### src/design/vpcr_pkg.sv
/*
 * vpcr_pkg: register map, reset values, field positions and timing constants
 * of the vicinity protocol configuration register bank.
 * Assumes a single 50 MHz clock; pulse times stay in tenths of ns, only the timeout step is converted to cycles here.
 */
package vpcr_pkg;

    ////////////////////////////////////////////////////////////////////////////
    // register map
    localparam logic [4:0] ADDR_PROTOCOL_SELECT     = 5'h01;
    localparam logic [4:0] ADDR_TX_PULSE_LENGTH     = 5'h06;
    localparam logic [4:0] ADDR_NO_RESPONSE_TIMEOUT = 5'h07;
    localparam logic [4:0] ADDR_IRQ_STATUS          = 5'h0C;

    localparam logic [7:0] RST_PROTOCOL_SELECT      = 8'h02;
    localparam logic [7:0] RST_TX_PULSE_LENGTH      = 8'h00;
    localparam logic [7:0] RST_NO_RESPONSE_TIMEOUT  = 8'h0E;
    localparam logic [7:0] RDATA_UNMAPPED           = 8'h00;

    ////////////////////////////////////////////////////////////////////////////
    // protocol_select fields
    localparam int BIT_RX_NO_CRC      = 7;
    localparam int BIT_DIRECT_VARIANT = 6;
    localparam int BIT_RFID_RESERVED  = 5;
    localparam int BIT_CODE_HI        = 4;
    localparam int BIT_CODE_MID       = 3;
    localparam int BIT_DOUBLE_SUB     = 2;
    localparam int BIT_HIGH_RATE      = 1;
    localparam int BIT_ONE_OF_256     = 0;

    // irq status fields
    localparam int BIT_NO_RESPONSE_FLAG = 0;

    ////////////////////////////////////////////////////////////////////////////
    // timing: clock
    localparam int unsigned CLK_MHZ        = 50;
    localparam int unsigned CLK_PERIOD_NS  = 1000 / CLK_MHZ;
    // pulse arithmetic in tenths of a nanosecond
    localparam int unsigned CLK_PERIOD_DNS = 10000 / CLK_MHZ;
    localparam int unsigned PULSE_STEP_DNS = 737;
    localparam int unsigned PULSE_DEF_DNS  = 94400;
    localparam int          PULSE_ACC_W    = 18;

    // no-response timer
    localparam int unsigned NORESP_STEP_NS   = 37760;
    localparam int unsigned NORESP_STEP_CYC  = NORESP_STEP_NS / CLK_PERIOD_NS;
    localparam int unsigned NORESP_DEF_HI_NS = 755000;
    localparam int unsigned NORESP_DEF_LO_NS = 1812000;
    localparam int          TMO_CNT_W        = 20;

endpackage

### src/design/vpcr_regs.sv
/*
 * vpcr_regs: protocol select, tx pulse length and no-response timeout
 * registers with their modulation pulse timer and no-response timer.
 * Assumes host port strobes are one-cycle pulses synchronous to clk and the
 * enable pin and power-on reset inputs are already synchronous.
 */
//
// Contract
// - protocol select loads 0x02 when enable low or power-on reset high.
// - protocol bit 7 set means no receive crc, clear means check crc.
// - protocol bit 6 picks direct mode variant 0 or 1.
// - codes 0 to 3 one subcarrier; bit 1 rate, bit 0 coding.
// - codes 4 to 7 double subcarrier; same rate and coding bits.
// - pulse length zero uses protocol width, else value times 73.7 ns.
// - pulse length clears on reset, enable low and protocol select writes.
// - protocol pulse width with zero override is 9.44 us.
// - no response before interval end raises interrupt and sets status flag.
// - interval is timeout value, 1 to 255, times 37.76 us.
// - interval timer starts when transmitted end of frame completes.
// - timeout loads 0x0E on reset, enable low and protocol select writes.
// - protocol default timeout is 755 us high rate, 1812 us low.
//
`timescale 1ns/1ps
`default_nettype none

module vpcr_regs #(
    parameter int unsigned NORESP_HI_CYC = vpcr_pkg::NORESP_DEF_HI_NS / vpcr_pkg::CLK_PERIOD_NS,
    parameter int unsigned NORESP_LO_CYC = vpcr_pkg::NORESP_DEF_LO_NS / vpcr_pkg::CLK_PERIOD_NS
) (
    input  wire logic       clk,
    input  wire logic       rst,
    input  wire logic       enable,
    input  wire logic       por,
    input  wire logic [4:0] host_addr,
    input  wire logic       host_wr,
    input  wire logic       host_rd,
    input  wire logic [7:0] host_wdata,
    output logic      [7:0] host_rdata,
    input  wire logic       tx_pulse_start,
    input  wire logic       tx_eof_done,
    input  wire logic       rx_resp_start,
    output logic            mod_pulse,
    output logic            rx_no_crc,
    output logic            direct_variant,
    output logic            double_subcarrier,
    output logic            high_rate,
    output logic            one_of_256,
    output logic            code_valid,
    output logic            no_resp_flag,
    output logic            no_resp_irq
);

    localparam int          TW      = vpcr_pkg::TMO_CNT_W;
    localparam int          AW      = vpcr_pkg::PULSE_ACC_W;
    // largest value an 8-bit host register can hold
    localparam int unsigned REG_MAX = (1 << $bits(host_wdata)) - 1;

    if (NORESP_HI_CYC < 1 || NORESP_LO_CYC < 1 || NORESP_LO_CYC >= (1 << TW)
        || NORESP_HI_CYC >= (1 << TW))
    begin : g_chk_tmo
        $error("vpcr_regs: default timeout counts out of range");
    end

    // the largest programmed interval must fit the timer counter
    if (REG_MAX * vpcr_pkg::NORESP_STEP_CYC >= (1 << TW))
    begin : g_chk_step
        $error("vpcr_regs: timeout counter too narrow");
    end

    // the interval step must be a whole number of clock cycles
    if (vpcr_pkg::NORESP_STEP_CYC * vpcr_pkg::CLK_PERIOD_NS != vpcr_pkg::NORESP_STEP_NS)
    begin : g_chk_clk
        $error("vpcr_regs: clock does not divide the timeout step");
    end

    if (REG_MAX * vpcr_pkg::PULSE_STEP_DNS >= (1 << AW) || vpcr_pkg::PULSE_DEF_DNS >= (1 << AW))
    begin : g_chk_pulse
        $error("vpcr_regs: pulse accumulator too narrow");
    end

    ////////////////////////////////////////////////////////////////////////////
    // state

    typedef struct packed {
        logic [7:0]    proto;
        logic [7:0]    pulse;
        logic [7:0]    tmo;
        logic [7:0]    rdata;
        logic          flag;
        logic          irq;
        logic          valid;
        logic          mod_on;
        logic [AW-1:0] acc;
    } vpcr_main_t;

    vpcr_main_t cur_ff;
    vpcr_main_t nxt_cur;

    logic          preset;
    logic          tmr_expire;
    logic [TW-1:0] tmo_target;
    logic [AW-1:0] pulse_target;

    ////////////////////////////////////////////////////////////////////////////
    // functions

    // modulation pulse length in tenths of ns
    function automatic logic [AW-1:0] pulse_dns(input logic [7:0] len);
        if (len == 8'h00)
        begin
            pulse_dns = AW'(vpcr_pkg::PULSE_DEF_DNS);
        end
        else
        begin
            pulse_dns = AW'(len) * AW'(vpcr_pkg::PULSE_STEP_DNS);
        end
    endfunction

    // no-response interval in clock cycles
    function automatic logic [TW-1:0] tmo_cycles(input logic [7:0] val, input logic hi);
        if (val != 8'h00)
        begin
            tmo_cycles = TW'(val) * TW'(vpcr_pkg::NORESP_STEP_CYC);
        end
        else if (hi)
        begin
            tmo_cycles = TW'(NORESP_HI_CYC);
        end
        else
        begin
            tmo_cycles = TW'(NORESP_LO_CYC);
        end
    endfunction

    // codes above 7 and the reserved mode bit are not served
    function automatic logic code_ok(input logic [7:0] p);
        code_ok = !p[vpcr_pkg::BIT_CODE_HI]
               && !p[vpcr_pkg::BIT_CODE_MID]
               && !p[vpcr_pkg::BIT_RFID_RESERVED];
    endfunction

    ////////////////////////////////////////////////////////////////////////////
    // next state

    assign preset       = por || !enable;
    assign pulse_target = pulse_dns(cur_ff.pulse);
    assign tmo_target   = tmo_cycles(cur_ff.tmo, cur_ff.proto[vpcr_pkg::BIT_HIGH_RATE]);

    always_comb
    begin
        nxt_cur = cur_ff;

        // host writes
        if (host_wr)
        begin
            unique case (host_addr)
                vpcr_pkg::ADDR_PROTOCOL_SELECT:
                begin
                    nxt_cur.proto = host_wdata;
                    nxt_cur.pulse = vpcr_pkg::RST_TX_PULSE_LENGTH;
                    nxt_cur.tmo   = vpcr_pkg::RST_NO_RESPONSE_TIMEOUT;
                end
                vpcr_pkg::ADDR_TX_PULSE_LENGTH:
                begin
                    nxt_cur.pulse = host_wdata;
                end
                vpcr_pkg::ADDR_NO_RESPONSE_TIMEOUT:
                begin
                    nxt_cur.tmo = host_wdata;
                end
                default:
                begin
                end
            endcase
        end

        // host reads, one cycle latency
        if (host_rd)
        begin
            unique case (host_addr)
                vpcr_pkg::ADDR_PROTOCOL_SELECT:
                begin
                    nxt_cur.rdata = cur_ff.proto;
                end
                vpcr_pkg::ADDR_TX_PULSE_LENGTH:
                begin
                    nxt_cur.rdata = cur_ff.pulse;
                end
                vpcr_pkg::ADDR_NO_RESPONSE_TIMEOUT:
                begin
                    nxt_cur.rdata = cur_ff.tmo;
                end
                vpcr_pkg::ADDR_IRQ_STATUS:
                begin
                    nxt_cur.rdata = vpcr_pkg::RDATA_UNMAPPED;
                    nxt_cur.rdata[vpcr_pkg::BIT_NO_RESPONSE_FLAG] = cur_ff.flag;
                end
                default:
                begin
                    nxt_cur.rdata = vpcr_pkg::RDATA_UNMAPPED;
                end
            endcase
        end

        // no-response flag: read of status clears, expiry in same cycle wins
        if (host_rd && host_addr == vpcr_pkg::ADDR_IRQ_STATUS)
        begin
            nxt_cur.flag = 1'b0;
        end
        if (tmr_expire)
        begin
            nxt_cur.flag = 1'b1;
        end
        nxt_cur.irq = nxt_cur.flag;

        // the pulse ends on the first edge at or past its length, so it rounds up
        // modulation pulse timer in tenths of ns
        if (tx_pulse_start)
        begin
            nxt_cur.mod_on = 1'b1;
            nxt_cur.acc    = AW'(vpcr_pkg::CLK_PERIOD_DNS);
        end
        else if (cur_ff.mod_on)
        begin
            if (cur_ff.acc >= pulse_target)
            begin
                nxt_cur.mod_on = 1'b0;
                nxt_cur.acc    = '0;
            end
            else
            begin
                nxt_cur.acc = cur_ff.acc + AW'(vpcr_pkg::CLK_PERIOD_DNS);
            end
        end

        // enable low or power-on reset overrides everything but the read data register
        if (preset)
        begin
            nxt_cur.proto  = vpcr_pkg::RST_PROTOCOL_SELECT;
            nxt_cur.pulse  = vpcr_pkg::RST_TX_PULSE_LENGTH;
            nxt_cur.tmo    = vpcr_pkg::RST_NO_RESPONSE_TIMEOUT;
            nxt_cur.flag   = 1'b0;
            nxt_cur.irq    = 1'b0;
            nxt_cur.mod_on = 1'b0;
            nxt_cur.acc    = '0;
        end

        // kept as a flop so the output leaves a register like its neighbours
        nxt_cur.valid = code_ok(nxt_cur.proto);
    end

    always_ff @(posedge clk)
    begin
        if (rst)
        begin
            cur_ff       <= '0;
            cur_ff.proto <= vpcr_pkg::RST_PROTOCOL_SELECT;
            cur_ff.pulse <= vpcr_pkg::RST_TX_PULSE_LENGTH;
            cur_ff.tmo   <= vpcr_pkg::RST_NO_RESPONSE_TIMEOUT;
            cur_ff.valid <= code_ok(vpcr_pkg::RST_PROTOCOL_SELECT);
        end
        else
        begin
            cur_ff <= nxt_cur;
        end
    end

    ////////////////////////////////////////////////////////////////////////////
    // no-response timer

    vpcr_timer #(
        .CNT_W  (TW)
    // preset also abandons a running slot so no stale flag follows it
    ) u_vpcr_timer (
        .clk    (clk),
        .rst    (rst),
        .clr    (preset),
        .start  (tx_eof_done),
        .stop   (rx_resp_start),
        .target (tmo_target),
        .busy   (),
        .expire (tmr_expire)
    );

    ////////////////////////////////////////////////////////////////////////////
    // outputs

    assign host_rdata        = cur_ff.rdata;
    assign mod_pulse         = cur_ff.mod_on;
    assign rx_no_crc         = cur_ff.proto[vpcr_pkg::BIT_RX_NO_CRC];
    assign direct_variant    = cur_ff.proto[vpcr_pkg::BIT_DIRECT_VARIANT];
    assign double_subcarrier = cur_ff.proto[vpcr_pkg::BIT_DOUBLE_SUB];
    assign high_rate         = cur_ff.proto[vpcr_pkg::BIT_HIGH_RATE];
    assign one_of_256        = cur_ff.proto[vpcr_pkg::BIT_ONE_OF_256];
    assign code_valid        = cur_ff.valid;
    assign no_resp_flag      = cur_ff.flag;
    assign no_resp_irq       = cur_ff.irq;

endmodule // vpcr_regs

`default_nettype wire

### src/design/vpcr_timer.sv
/*
 * vpcr_timer: one-shot cycle counter for the no-response interval.
 * Assumes start and stop are one-cycle pulses synchronous to clk and that
 * target is held stable while the timer runs; target of zero expires at the
 * first edge after start.
 */
`timescale 1ns/1ps
`default_nettype none

module vpcr_timer #(
    parameter int CNT_W = 20
) (
    input  wire logic             clk,
    input  wire logic             rst,
    input  wire logic             clr,
    input  wire logic             start,
    input  wire logic             stop,
    input  wire logic [CNT_W-1:0] target,
    output logic                  busy,
    output logic                  expire
);

    if (CNT_W < 2)
    begin : g_chk
        $error("vpcr_timer: CNT_W too small");
    end

    typedef struct packed {
        logic             busy;
        logic             expire;
        logic [CNT_W-1:0] cnt;
    } vpcr_tmr_t;

    vpcr_tmr_t cur_ff;
    vpcr_tmr_t nxt_cur;

    ////////////////////////////////////////////////////////////////////////////
    always_comb
    begin
        nxt_cur        = cur_ff;
        nxt_cur.expire = 1'b0;
        if (clr || stop)
        begin
            nxt_cur.busy = 1'b0;
            nxt_cur.cnt  = '0;
        end
        else if (start)
        begin
            // each new slot re-arms from zero
            nxt_cur.busy = 1'b1;
            nxt_cur.cnt  = '0;
        end
        else if (cur_ff.busy)
        begin
            if (cur_ff.cnt + CNT_W'(1) >= target)
            begin
                nxt_cur.busy   = 1'b0;
                nxt_cur.expire = 1'b1;
            end
            else
            begin
                nxt_cur.cnt = cur_ff.cnt + CNT_W'(1);
            end
        end
    end

    always_ff @(posedge clk)
    begin
        if (rst)
        begin
            cur_ff <= '0;
        end
        else
        begin
            cur_ff <= nxt_cur;
        end
    end

    assign busy   = cur_ff.busy;
    assign expire = cur_ff.expire;

endmodule // vpcr_timer

`default_nettype wire

### config.mk
export PLATFORM = sky130hd
export DESIGN_NAME = vpcr_regs
export DESIGN_NICKNAME = d
export VERILOG_FILES = /design/src/design/vpcr_pkg.sv /design/src/design/vpcr_regs.sv /design/src/design/vpcr_timer.sv
export SDC_FILE = /design/constraint.sdc
export NUM_CORES = 1
export LEC_CHECK = 0
export ABC_CLOCK_PERIOD_IN_PS = 6100
export BUFFER_PORTS_ARGS = -buffer_cell sky130_fd_sc_hd__buf_2
export CORE_MARGIN = 3
export CORE_UTILIZATION = 40
export DETAILED_ROUTE_END_ITERATION = 8
export SETUP_SLACK_MARGIN = 0.4
export SYNTH_ARGS = -nofsm -noshare
export SYNTH_HDL_FRONTEND = slang
export SYNTH_SLANG_ARGS = --single-unit
### constraint.sdc
create_clock -name clk -period 6.1 [get_ports clk]
set_input_delay 1.22 -clock clk [delete_from_list [all_inputs] [get_ports clk]]
set_output_delay 1.22 -clock clk [all_outputs]
set_load 0.03 [all_outputs]
==> impl_metrics.env, run 1 <==
export IMPL_path_cells="fa_1 > fa_1 > inv_1 > fa_1 > inv_1 > ha_4 > nor2b_1 > o21ai_1 > a21boi_2 > o21a_1 > or3_1 > a31oi_2 > ha_1 > nand4_1 > a21o_1 > a31oi_1 > or4b_4 > buf_12 > or4_1 > a21oi_1"
export IMPL_top_layer_used="met4"
export IMPL_globalRoute_totalOverflow=0
export IMPL_cp_slowest_cell="or4b_4"
export IMPL_final_nets=1018
export IMPL_startpoint_type="register"
export IMPL_clk_pin_slew_worst_paths_ns=0.06
export IMPL_leakagePower_nw=3.66
export IMPL_tightest_slew_ns=1.13
export IMPL_rsz0062_at_grt="no"
export IMPL_layout_drive_gt1_share=0.0967
export IMPL_die_x_um=138
export IMPL_ys_warn_count=0
export IMPL_grt_pass1_vias=5324
export IMPL_arrival_ns=5.67
export IMPL_rows=47
export IMPL_yosys_area_top_type_share=0.215
export IMPL_crit_fanout=27
export IMPL_final_period_utilization=0.887
export IMPL_hold_ws_ns=0.472
export IMPL_drc=0
export IMPL_routedWlPerCell_um=14.9
export IMPL_cts_root_buf="clkbuf_16"
export IMPL_hp_class="register to register"
export IMPL_cellPowerDensity_nw_per_um2=141
export IMPL_clock_skew_ns=0.0113
export IMPL_post_synth_inst_count=831
export IMPL_yosysSeqAreaShare=0.215
export IMPL_start_util=0.415
export IMPL_antenna_found_initial=0
export IMPL_met2WireLength_um=6830
export IMPL_dp_hpwl_um=12600
export IMPL_dieArea_um2=19100
export IMPL_drt_pass1_iterations=5
export IMPL_ant_nets=0
export IMPL_numPortBuffers=38
export IMPL_vias=5840
export IMPL_setup_viol=0
export IMPL_wl_met1_um=8220
export IMPL_cpPeakStageDelay_ns=0.57
export IMPL_crit_top_cell="fa_1"
export IMPL_syn_area_per_cell_um2=8.39
export IMPL_cts_tree="done"
export IMPL_cts_setup_buffers=0
export IMPL_tns_ns=0
export IMPL_ios=39
export IMPL_clk_latency_ns=0.34
export IMPL_synth_top_area_cell="dfxtp_1"
export IMPL_clk_path_buf_depth=2
export IMPL_yosys_top_cells_count="ha_1, inv_1, nand2_1"
export IMPL_synth_area_top_cells="dfxtp_1, ha_1, fa_1"
export IMPL_drt_iter0_drc=454
export IMPL_slew_viol_final=0
export IMPL_synth_most_common_cell="ha_1"
export IMPL_wirelength_um=16000
export IMPL_ys_seq_elements=75
export IMPL_grt_max_degree=29
export IMPL_clock_fmax_mhz=185
export IMPL_grt_pass1_wl_um=27000
export IMPL_outcome="finished, final reports clean"
export IMPL_cap_violations=0
export IMPL_gp_congestion=0.824
export IMPL_coreArea_um2=16800
export IMPL_syn_nets=996
export IMPL_wl_met3_um=814
export IMPL_grt_usage=0.168
export IMPL_end_kind="register"
export IMPL_async_flop_share=0
export IMPL_relSlewSlack=0.235
export IMPL_die_y_um=138
export IMPL_vias_per_cell=5.42
export IMPL_synth_edf_count=0
export IMPL_clkSinkCount=75
export IMPL_finalHoldViolations=0
export IMPL_peakVddDrop_uv=90.5
export IMPL_cts_htree_levels=3
export IMPL_worstPathRequired_ns=6.36
export IMPL_synthFlopType="dfxtp_1"
export IMPL_syn_area_um2=6970
export IMPL_min_period_ns=5.41
export IMPL_diodes=0
export IMPL_area_growth_pct=10.4
export IMPL_critPathKind="register to register"
export IMPL_cts_buffers=9
export IMPL_synth_distinct_cells=59
==> layout by cell type, fill, tap and decap left out, types with 12 or more instances in the layout <==
cell type	n
buf_2	38
nand2_1	81
and3_1	16
xnor2_1	12
nand4_1	19
o21ai_0	22
nor3_1	25
fa_1	30
o31ai_1	14
ha_1	112
inv_1	85
nor2_1	53
nand3_1	14
xor2_1	22
or4_1	15
a21oi_1	43
dfxtp_1	70
a22oi_1	21
==> logic make-up after synthesis <==
| kind of cell | after synthesis | share of synthesized area |
|---|---|---|
| AO/OA/AOI/OAI | 165 | 0.157 |
| AND/OR/NAND/NOR | 279 | 0.208 |
| multiplexers | 10 | 0.0145 |
| buffers and inverters | 125 | 0.0736 |
| flip-flops | 75 | 0.215 |
| XOR/XNOR | 34 | 0.0427 |
| adder cells (fa/ha/maj) | 143 | 0.289 |
==> sequential cells by signal (all words and copies together) (netlist names) <==
name,cells
code_valid,1
u_vpcr_timer.cur_ff,20
mod_pulse,1
high_rate,1
rx_no_crc,1
u_vpcr_timer.busy,1
one_of_256,1
host_rdata,8
double_subcarrier,1
cur_ff,37
direct_variant,1
u_vpcr_timer.expire,1
no_resp_irq,1
==> power breakdown <==
part	switching, W	internal (W)
clock network	0.000202	0.000330
registers	0.00000414	0.000492
logic	0.0000368	0.0000185
==> layout make-up <==
cell class / instances / area [um2]
clock buffer: 13 / 250
clock inverter: 3 / 47.5
sequential: 75 / 1520
multi-input combinational: 631 / 5000
tap: 220 / 275
inverter: 86 / 323
fill: 1686 / 9120
timing repair buffer: 50 / 293
==> path summary, 6_finish.rpt <==
check / start / slack (ns) / end / cells after the start
setup / recovery: cur_ff[30]$_SDFFE_PP0P_ / 0.69 / u_vpcr_timer.cur_ff[2]$_SDFFE_PP0P_ / 20
hold / removal: cur_ff[0]$_SDFFE_PP0P_ / 0.47 / cur_ff[0]$_SDFFE_PP0P_ / 2
setup reg to reg: cur_ff[30]$_SDFFE_PP0P_ / 0.69 / u_vpcr_timer.cur_ff[2]$_SDFFE_PP0P_ / 20
hold reg to reg: cur_ff[0]$_SDFFE_PP0P_ / 0.47 / cur_ff[0]$_SDFFE_PP0P_ / 2
==> through the flow <==
step	utilization	std cells	total power [W]	setup slack (ns)	cell area (um2)
3_3_place_gp	0.436	1062	0.000563	0.529	7340
3_5_place_dp	0.436	1062	0.000563	0.434	7340
6_report	0.458	1078	0.00108	0.692	7700
4_1_cts	0.454	1078	0.00109	0.421	7640
2_1_floorplan	-	831	0.000544	0.714	6970
5_1_grt	0.458	1078	0.00112	0.417	7700
==> per-layer routing <==
metal,GRT usage,vias up
li1,-,3001
met1,0.252,2683
met2,0.248,142
met3,0.0325,14
met4,0.0411,0
met5,0,-
==> what timing repair did <==
action	in CTS	in global routing
endpoints found under the hold margin	0	0
hold buffers	0	0
resized for setup	1	21
endpoints found under the setup margin	5	32
cloned	0	0
pin swaps	0	3
==> worst max-delay path, delay by kind of cell, from the launching register on <==
family,cells,cell delay (ns)
AO/OA/AOI/OAI,7,1.04
adder cells (fa/ha/maj),5,2.03
buffers and inverters,3,0.29
flip-flops,1,0.37
AND/OR/NAND/NOR,5,1.60
No activity file was read; power rests on OpenSTA's default activity.
==> run 2, diff against run 1 <==
Settings changed: RECOVER_POWER from default to 50.
==> impl_metrics.env, run 2 (synthesis gave the netlist of run 1 again) <==
export IMPL_outcome="finished, final reports clean"
export IMPL_grt_util_met2=0.248
export IMPL_stdcell_area_um2=7670
export IMPL_cts_root_buf="clkbuf_16"
export IMPL_fin_util=0.456
export IMPL_nFillCells=1696
export IMPL_arrival_ns=5.66
export IMPL_setup_viol=0
export IMPL_tightest_slew_ns=1.13
export IMPL_clkSinkCount=75
export IMPL_vias_per_cell=5.41
export IMPL_tns_ns=0
export IMPL_worstPathRequired_ns=6.36
export IMPL_cts_tree="done"
export IMPL_cp_slowest_cell="or4b_4"
export IMPL_grt_pass1_vias=5324
export IMPL_drc=0
export IMPL_vias=5833
export IMPL_cts_setup_buffers=0
export IMPL_hp_start="cur_ff[0]$_SDFFE_PP0P_"
export IMPL_ios=39
export IMPL_crit_top_cell="fa_1"
export IMPL_final_cell_mix="ha_1, inv_1, nand2_1"
export IMPL_final_common_cell="ha_1"
export IMPL_grt_pass1_wl_um=27000
export IMPL_area_growth_pct=10.1
export IMPL_rows=47
export IMPL_routedWlPerCell_um=14.9
export IMPL_relSlewSlack=0.238
export IMPL_dieArea_um2=19100
export IMPL_wirelength_um=16100
export IMPL_min_period_ns=5.41
export IMPL_gp_congestion=0.824
export IMPL_grtUsageMet3=0.0325
export IMPL_critPathKind="register to register"
export IMPL_diodes=0
export IMPL_peakVddDrop_uv=90.2
export IMPL_end_kind="register"
export IMPL_leakagePower_nw=3.59
export IMPL_finalHoldViolations=0
export IMPL_cellPowerDensity_nw_per_um2=141
export IMPL_drt_pass1_iterations=5
export IMPL_grt_util_met1=0.252
export IMPL_clk_latency_ns=0.34
export IMPL_startpoint_type="register"
export IMPL_path_cells="fa_1 > fa_1 > inv_1 > fa_1 > inv_1 > ha_4 > nor2b_1 > o21ai_1 > a21boi_2 > o21a_1 > or3_1 > a31oi_2 > ha_1 > nand4_1 > a21o_1 > a31oi_1 > or4b_4 > buf_12 > or4_1 > a21oi_1"
export IMPL_clock_fmax_mhz=185
export IMPL_top_register="cur_ff"
export IMPL_slew_viol_final=0
export IMPL_dp_hpwl_um=12600
export IMPL_final_period_utilization=0.886
export IMPL_grt_usage=0.168
export IMPL_antenna_found_initial=0
export IMPL_clk_path_buf_depth=2
export IMPL_globalRoute_totalOverflow=0
export IMPL_clock_skew_ns=0.0138
export IMPL_cap_violations=0
export IMPL_hp_class="register to register"
export IMPL_cpPeakStageDelay_ns=0.57
export IMPL_crit_fanout=27
export IMPL_ant_nets=0
export IMPL_layout_drive_gt1_share=0.0734
export IMPL_die_y_um=138
export IMPL_coreArea_um2=16800
export IMPL_clk_pin_slew_worst_paths_ns=0.07
export IMPL_numPortBuffers=38
export IMPL_place_area_um2=7340
export IMPL_largest_reg_flops=37
export IMPL_reg2reg_from="cur_ff[30]$_SDFFE_PP0P_"
export IMPL_cts_htree_levels=3
export IMPL_drt_iter0_drc=480
export IMPL_cp_startpoint="cur_ff[30]$_SDFFE_PP0P_"
export IMPL_start_util=0.415
export IMPL_die_x_um=138
export IMPL_grt_max_degree=29
export IMPL_cts_buffers=9
export IMPL_top_usage_layer="met1"
export IMPL_final_nets=1018
export IMPL_rsz0062_at_grt="no"
[run 2: area by class of cell]
type / instances / area, um2 / area share
Tap cell: 220 / 275 / 0.0359
Clock inverter: 3 / 47.5 / 0.00619
Clock buffer: 13 / 250 / 0.0326
Inverter: 86 / 323 / 0.0421
Multi-Input combinational cell: 631 / 5000 / 0.651
Sequential cell: 75 / 1520 / 0.197
Timing Repair Buffer: 50 / 267 / 0.0347
[run 2: worst paths after layout]
kind | endpoint | slack [ns] | depth (start not counted)
worst max-delay path | u_vpcr_timer.cur_ff[2]$_SDFFE_PP0P_ | 0.69 | 20
worst min-delay path | cur_ff[0]$_SDFFE_PP0P_ | 0.47 | 2
worst max register to register | u_vpcr_timer.cur_ff[2]$_SDFFE_PP0P_ | 0.69 | 20
worst min register to register | cur_ff[0]$_SDFFE_PP0P_ | 0.47 | 2
[run 2: power by group]
group,internal [W],switching (W),leakage (nW)
combinational,0.0000174,0.0000368,2.84
sequential,0.000492,0.00000427,0.607
clock,0.000330,0.000205,0.144
[run 2: layer usage]
layer / wire, um / vias to the layer above
li1: - / 2999
met1: 8230 / 2682
met2: 6890 / 138
met3: 772 / 14
met4: 176 / 0
met5: 0 / -
[run 2: metrics by stage]
stage,hold WS [ns],instances,setup slack [ns],total power (W)
after floorplan,0.413,831,0.714,0.000544
after global placement,0.460,1062,0.529,0.000563
after detailed placement,0.466,1062,0.434,0.000563
after CTS,0.474,1078,0.421,0.00109
after global routing,0.495,1078,0.417,0.00112
final,0.474,1078,0.693,0.00109
[run 2: critical path: cells and delay by family (launching register included)]
kind / cells / cell delay, ns
compound gates: 7 / 1.04
fa+ha+maj: 5 / 2.02
buf+inv: 3 / 0.29
flops: 1 / 0.38
simple gates: 5 / 1.60
[run 2: repair_timing]
action | 4_1_cts | 5_1_grt
endpoints found under the setup margin | 5 | 32
hold buffers | 0 | 0
resized for setup | 1 | 21
pin swaps | 0 | 3
==> run 3, diff against run 2 <==
Settings changed: CORE_MARGIN 3 to 4, CORE_UTILIZATION 40 to 45.
==> impl_metrics.env, run 3 (synthesis gave the netlist of run 1 again) <==
export IMPL_outcome="finished, final reports clean"
export IMPL_ant_nets=0
export IMPL_path_cells="inv_1 > fa_1 > inv_1 > fa_1 > inv_1 > fa_1 > inv_1 > ha_1 > a21boi_1 > o21a_1 > or3_1 > a31oi_1 > ha_1 > o211ai_1 > a31oi_1 > or4b_4 > buf_8 > or4_1 > a21oi_1"
export IMPL_ios=39
export IMPL_place_area_um2=7310
export IMPL_drt_iter0_drc=367
export IMPL_relSlewSlack=0.0253
export IMPL_tns_ns=0
export IMPL_cts_htree_levels=3
export IMPL_setup_viol=0
export IMPL_globalRoute_totalOverflow=0
export IMPL_dieArea_um2=17600
export IMPL_critPathBufInv=5
export IMPL_cap_violations=0
export IMPL_largest_reg_flops=37
export IMPL_hold_depth=2
export IMPL_dp_cells=1032
export IMPL_hold_ws_ns=0.451
export IMPL_rsz0062_at_grt="no"
export IMPL_grt_util_met2=0.310
export IMPL_grt_util_met1=0.258
export IMPL_arrival_ns=5.73
export IMPL_dp_hpwl_um=13200
export IMPL_final_cells=1048
export IMPL_rrSetupSlack_ns=0.64
export IMPL_crit_fanout=27
export IMPL_routedWlPerCell_um=15.8
export IMPL_reg2reg_from="cur_ff[32]$_SDFFE_PP1P_"
export IMPL_hp_class="register to register"
export IMPL_final_cell_mix="ha_1, inv_1, nand2_1"
export IMPL_worstPathRequired_ns=6.37
export IMPL_worstRegToRegCells=19
export IMPL_rr_endpoint="u_vpcr_timer.cur_ff[2]$_SDFFE_PP0P_"
export IMPL_nFillCells=1479
export IMPL_die_y_um=132
export IMPL_clk_pin_slew_worst_paths_ns=0.06
export IMPL_stdcell_area_um2=7630
export IMPL_start_util=0.459
export IMPL_numPortBuffers=38
export IMPL_wirelength_um=16500
export IMPL_top_usage_layer="met2"
export IMPL_drt_pass1_iterations=7
export IMPL_cts_buffers=9
export IMPL_die_x_um=132
export IMPL_clock_skew_ns=0.00797
export IMPL_cpPeakStageDelay_ns=0.54
export IMPL_finalHoldViolations=0
export IMPL_final_period_utilization=0.895
export IMPL_clk_latency_ns=0.35
export IMPL_clk_path_buf_depth=2
export IMPL_slew_viol_final=0
export IMPL_tightest_slew_ns=1.46
export IMPL_diodes=0
export IMPL_cp_slowest_cell="fa_1"
export IMPL_grtUsageMet3=0.0361
export IMPL_antenna_found_initial=0
export IMPL_hp_start="cur_ff[0]$_SDFFE_PP0P_"
export IMPL_cellPowerDensity_nw_per_um2=148
export IMPL_min_period_ns=5.46
export IMPL_vias=5972
export IMPL_final_common_cell="ha_1"
export IMPL_gp_congestion=0.846
export IMPL_grt_usage=0.190
export IMPL_rows=45
export IMPL_leakagePower_nw=3.60
export IMPL_startpoint_type="register"
export IMPL_grt_pass1_vias=5844
export IMPL_clkSinkCount=75
export IMPL_top_register="cur_ff"
export IMPL_cts_root_buf="clkbuf_16"
export IMPL_hold_end="cur_ff[0]$_SDFFE_PP0P_"
export IMPL_vias_per_cell=5.70
export IMPL_grt_max_degree=29
export IMPL_critPathKind="register to register"
export IMPL_grt_pass1_wl_um=28000
export IMPL_area_growth_pct=9.46
export IMPL_crit_family="adder cells"
export IMPL_final_nets=1020
export IMPL_coreArea_um2=15200
export IMPL_peakVddDrop_uv=186
export IMPL_cts_tree="done"
export IMPL_crit_top_cell="inv_1"
export IMPL_layout_drive_gt1_share=0.0744
export IMPL_clock_fmax_mhz=183
export IMPL_ctsHoldBuffers=0
export IMPL_drc=0
export IMPL_end_kind="register"
## run 3: changes by cell type in the layout (fill, tap and decap cells not counted), sizes merged
cell	before	now
clkbuf	32	29
buf	31	32
clkinvlp	0	1
clkinv	2	1
inv	86	90
## run 3: worst max path at each step
stage	start	endpoint	slack (ns)	cells after the start
floorplan	cur_ff[35]$_SDFFE_PP0P_	u_vpcr_timer.cur_ff[15]$_SDFFE_PP0P_	0.71	21
global placement	cur_ff[34]$_SDFFE_PP0P_	u_vpcr_timer.cur_ff[15]$_SDFFE_PP0P_	0.55	20
detailed placement	cur_ff[34]$_SDFFE_PP0P_	u_vpcr_timer.cur_ff[9]$_SDFFE_PP0P_	0.39	20
CTS	cur_ff[30]$_SDFFE_PP0P_	u_vpcr_timer.cur_ff[9]$_SDFFE_PP0P_	0.45	19
global route	cur_ff[34]$_SDFFE_PP0P_	u_vpcr_timer.cur_ff[9]$_SDFFE_PP0P_	0.40	21
finish	cur_ff[32]$_SDFFE_PP1P_	u_vpcr_timer.cur_ff[2]$_SDFFE_PP0P_	0.64	19
## run 3: power breakdown
| part | internal, W | switching (W) | total (W) | leakage [nW] |
|---|---|---|---|---|
| registers | 0.000493 | 0.00000430 | 0.000497 | 0.607 |
| logic | 0.0000178 | 0.0000362 | 0.0000540 | 2.84 |
| clock network | 0.000329 | 0.000251 | 0.000580 | 0.153 |
## run 3: stage by stage
step | util | setup slack (ns) | total power (W)
after floorplan | - | 0.714 | 0.000544
after CTS | 0.502 | 0.450 | 0.00114
after global placement | 0.481 | 0.549 | 0.000562
after global routing | 0.502 | 0.400 | 0.00117
final | 0.502 | 0.641 | 0.00113
after detailed placement | 0.481 | 0.391 | 0.000564
## run 3: what timing repair did
action                                  4_1_cts  5_1_grt
cloned                                        0        0
endpoints found under the setup margin       13       34
endpoints found under the hold margin         0        0
pin swaps                                     0        2
setup buffers                                 0        0
gates resized for setup                       1       14
## run 3: worst reg2reg max path: stages (launching register included)
cell and delay (ns):
dfxtp_2 0.40, inv_1 0.12, fa_1 0.55, inv_1 0.05, fa_1 0.49, inv_1 0.06, fa_1 0.50, inv_1 0.04
ha_1 0.33, a21boi_1 0.17, o21a_1 0.21, or3_1 0.31, a31oi_1 0.19, ha_1 0.27, o211ai_1 0.17, a31oi_1 0.15
or4b_4 0.54, buf_8 0.18, or4_1 0.49, a21oi_1 0.16
## run 3: cell type report
type / instances / area, um2 / area share
multi-input cells: 631 / 4970 / 0.651
flip-flops and latches: 75 / 1510 / 0.198
clock buffers: 9 / 225 / 0.0295
well taps: 188 / 235 / 0.0308
clock inverters: 7 / 93.8 / 0.0123
repair buffers: 52 / 273 / 0.0357
inverters: 86 / 323 / 0.0423
## run 3: routing by layer
metal	vias up	wire, um	part of all wire
li1	2986	-	-
met2	129	7690	0.46
met4	0	226	0.014
met3	19	710	0.043
met1	2838	7920	0.48
met5	-	0	0
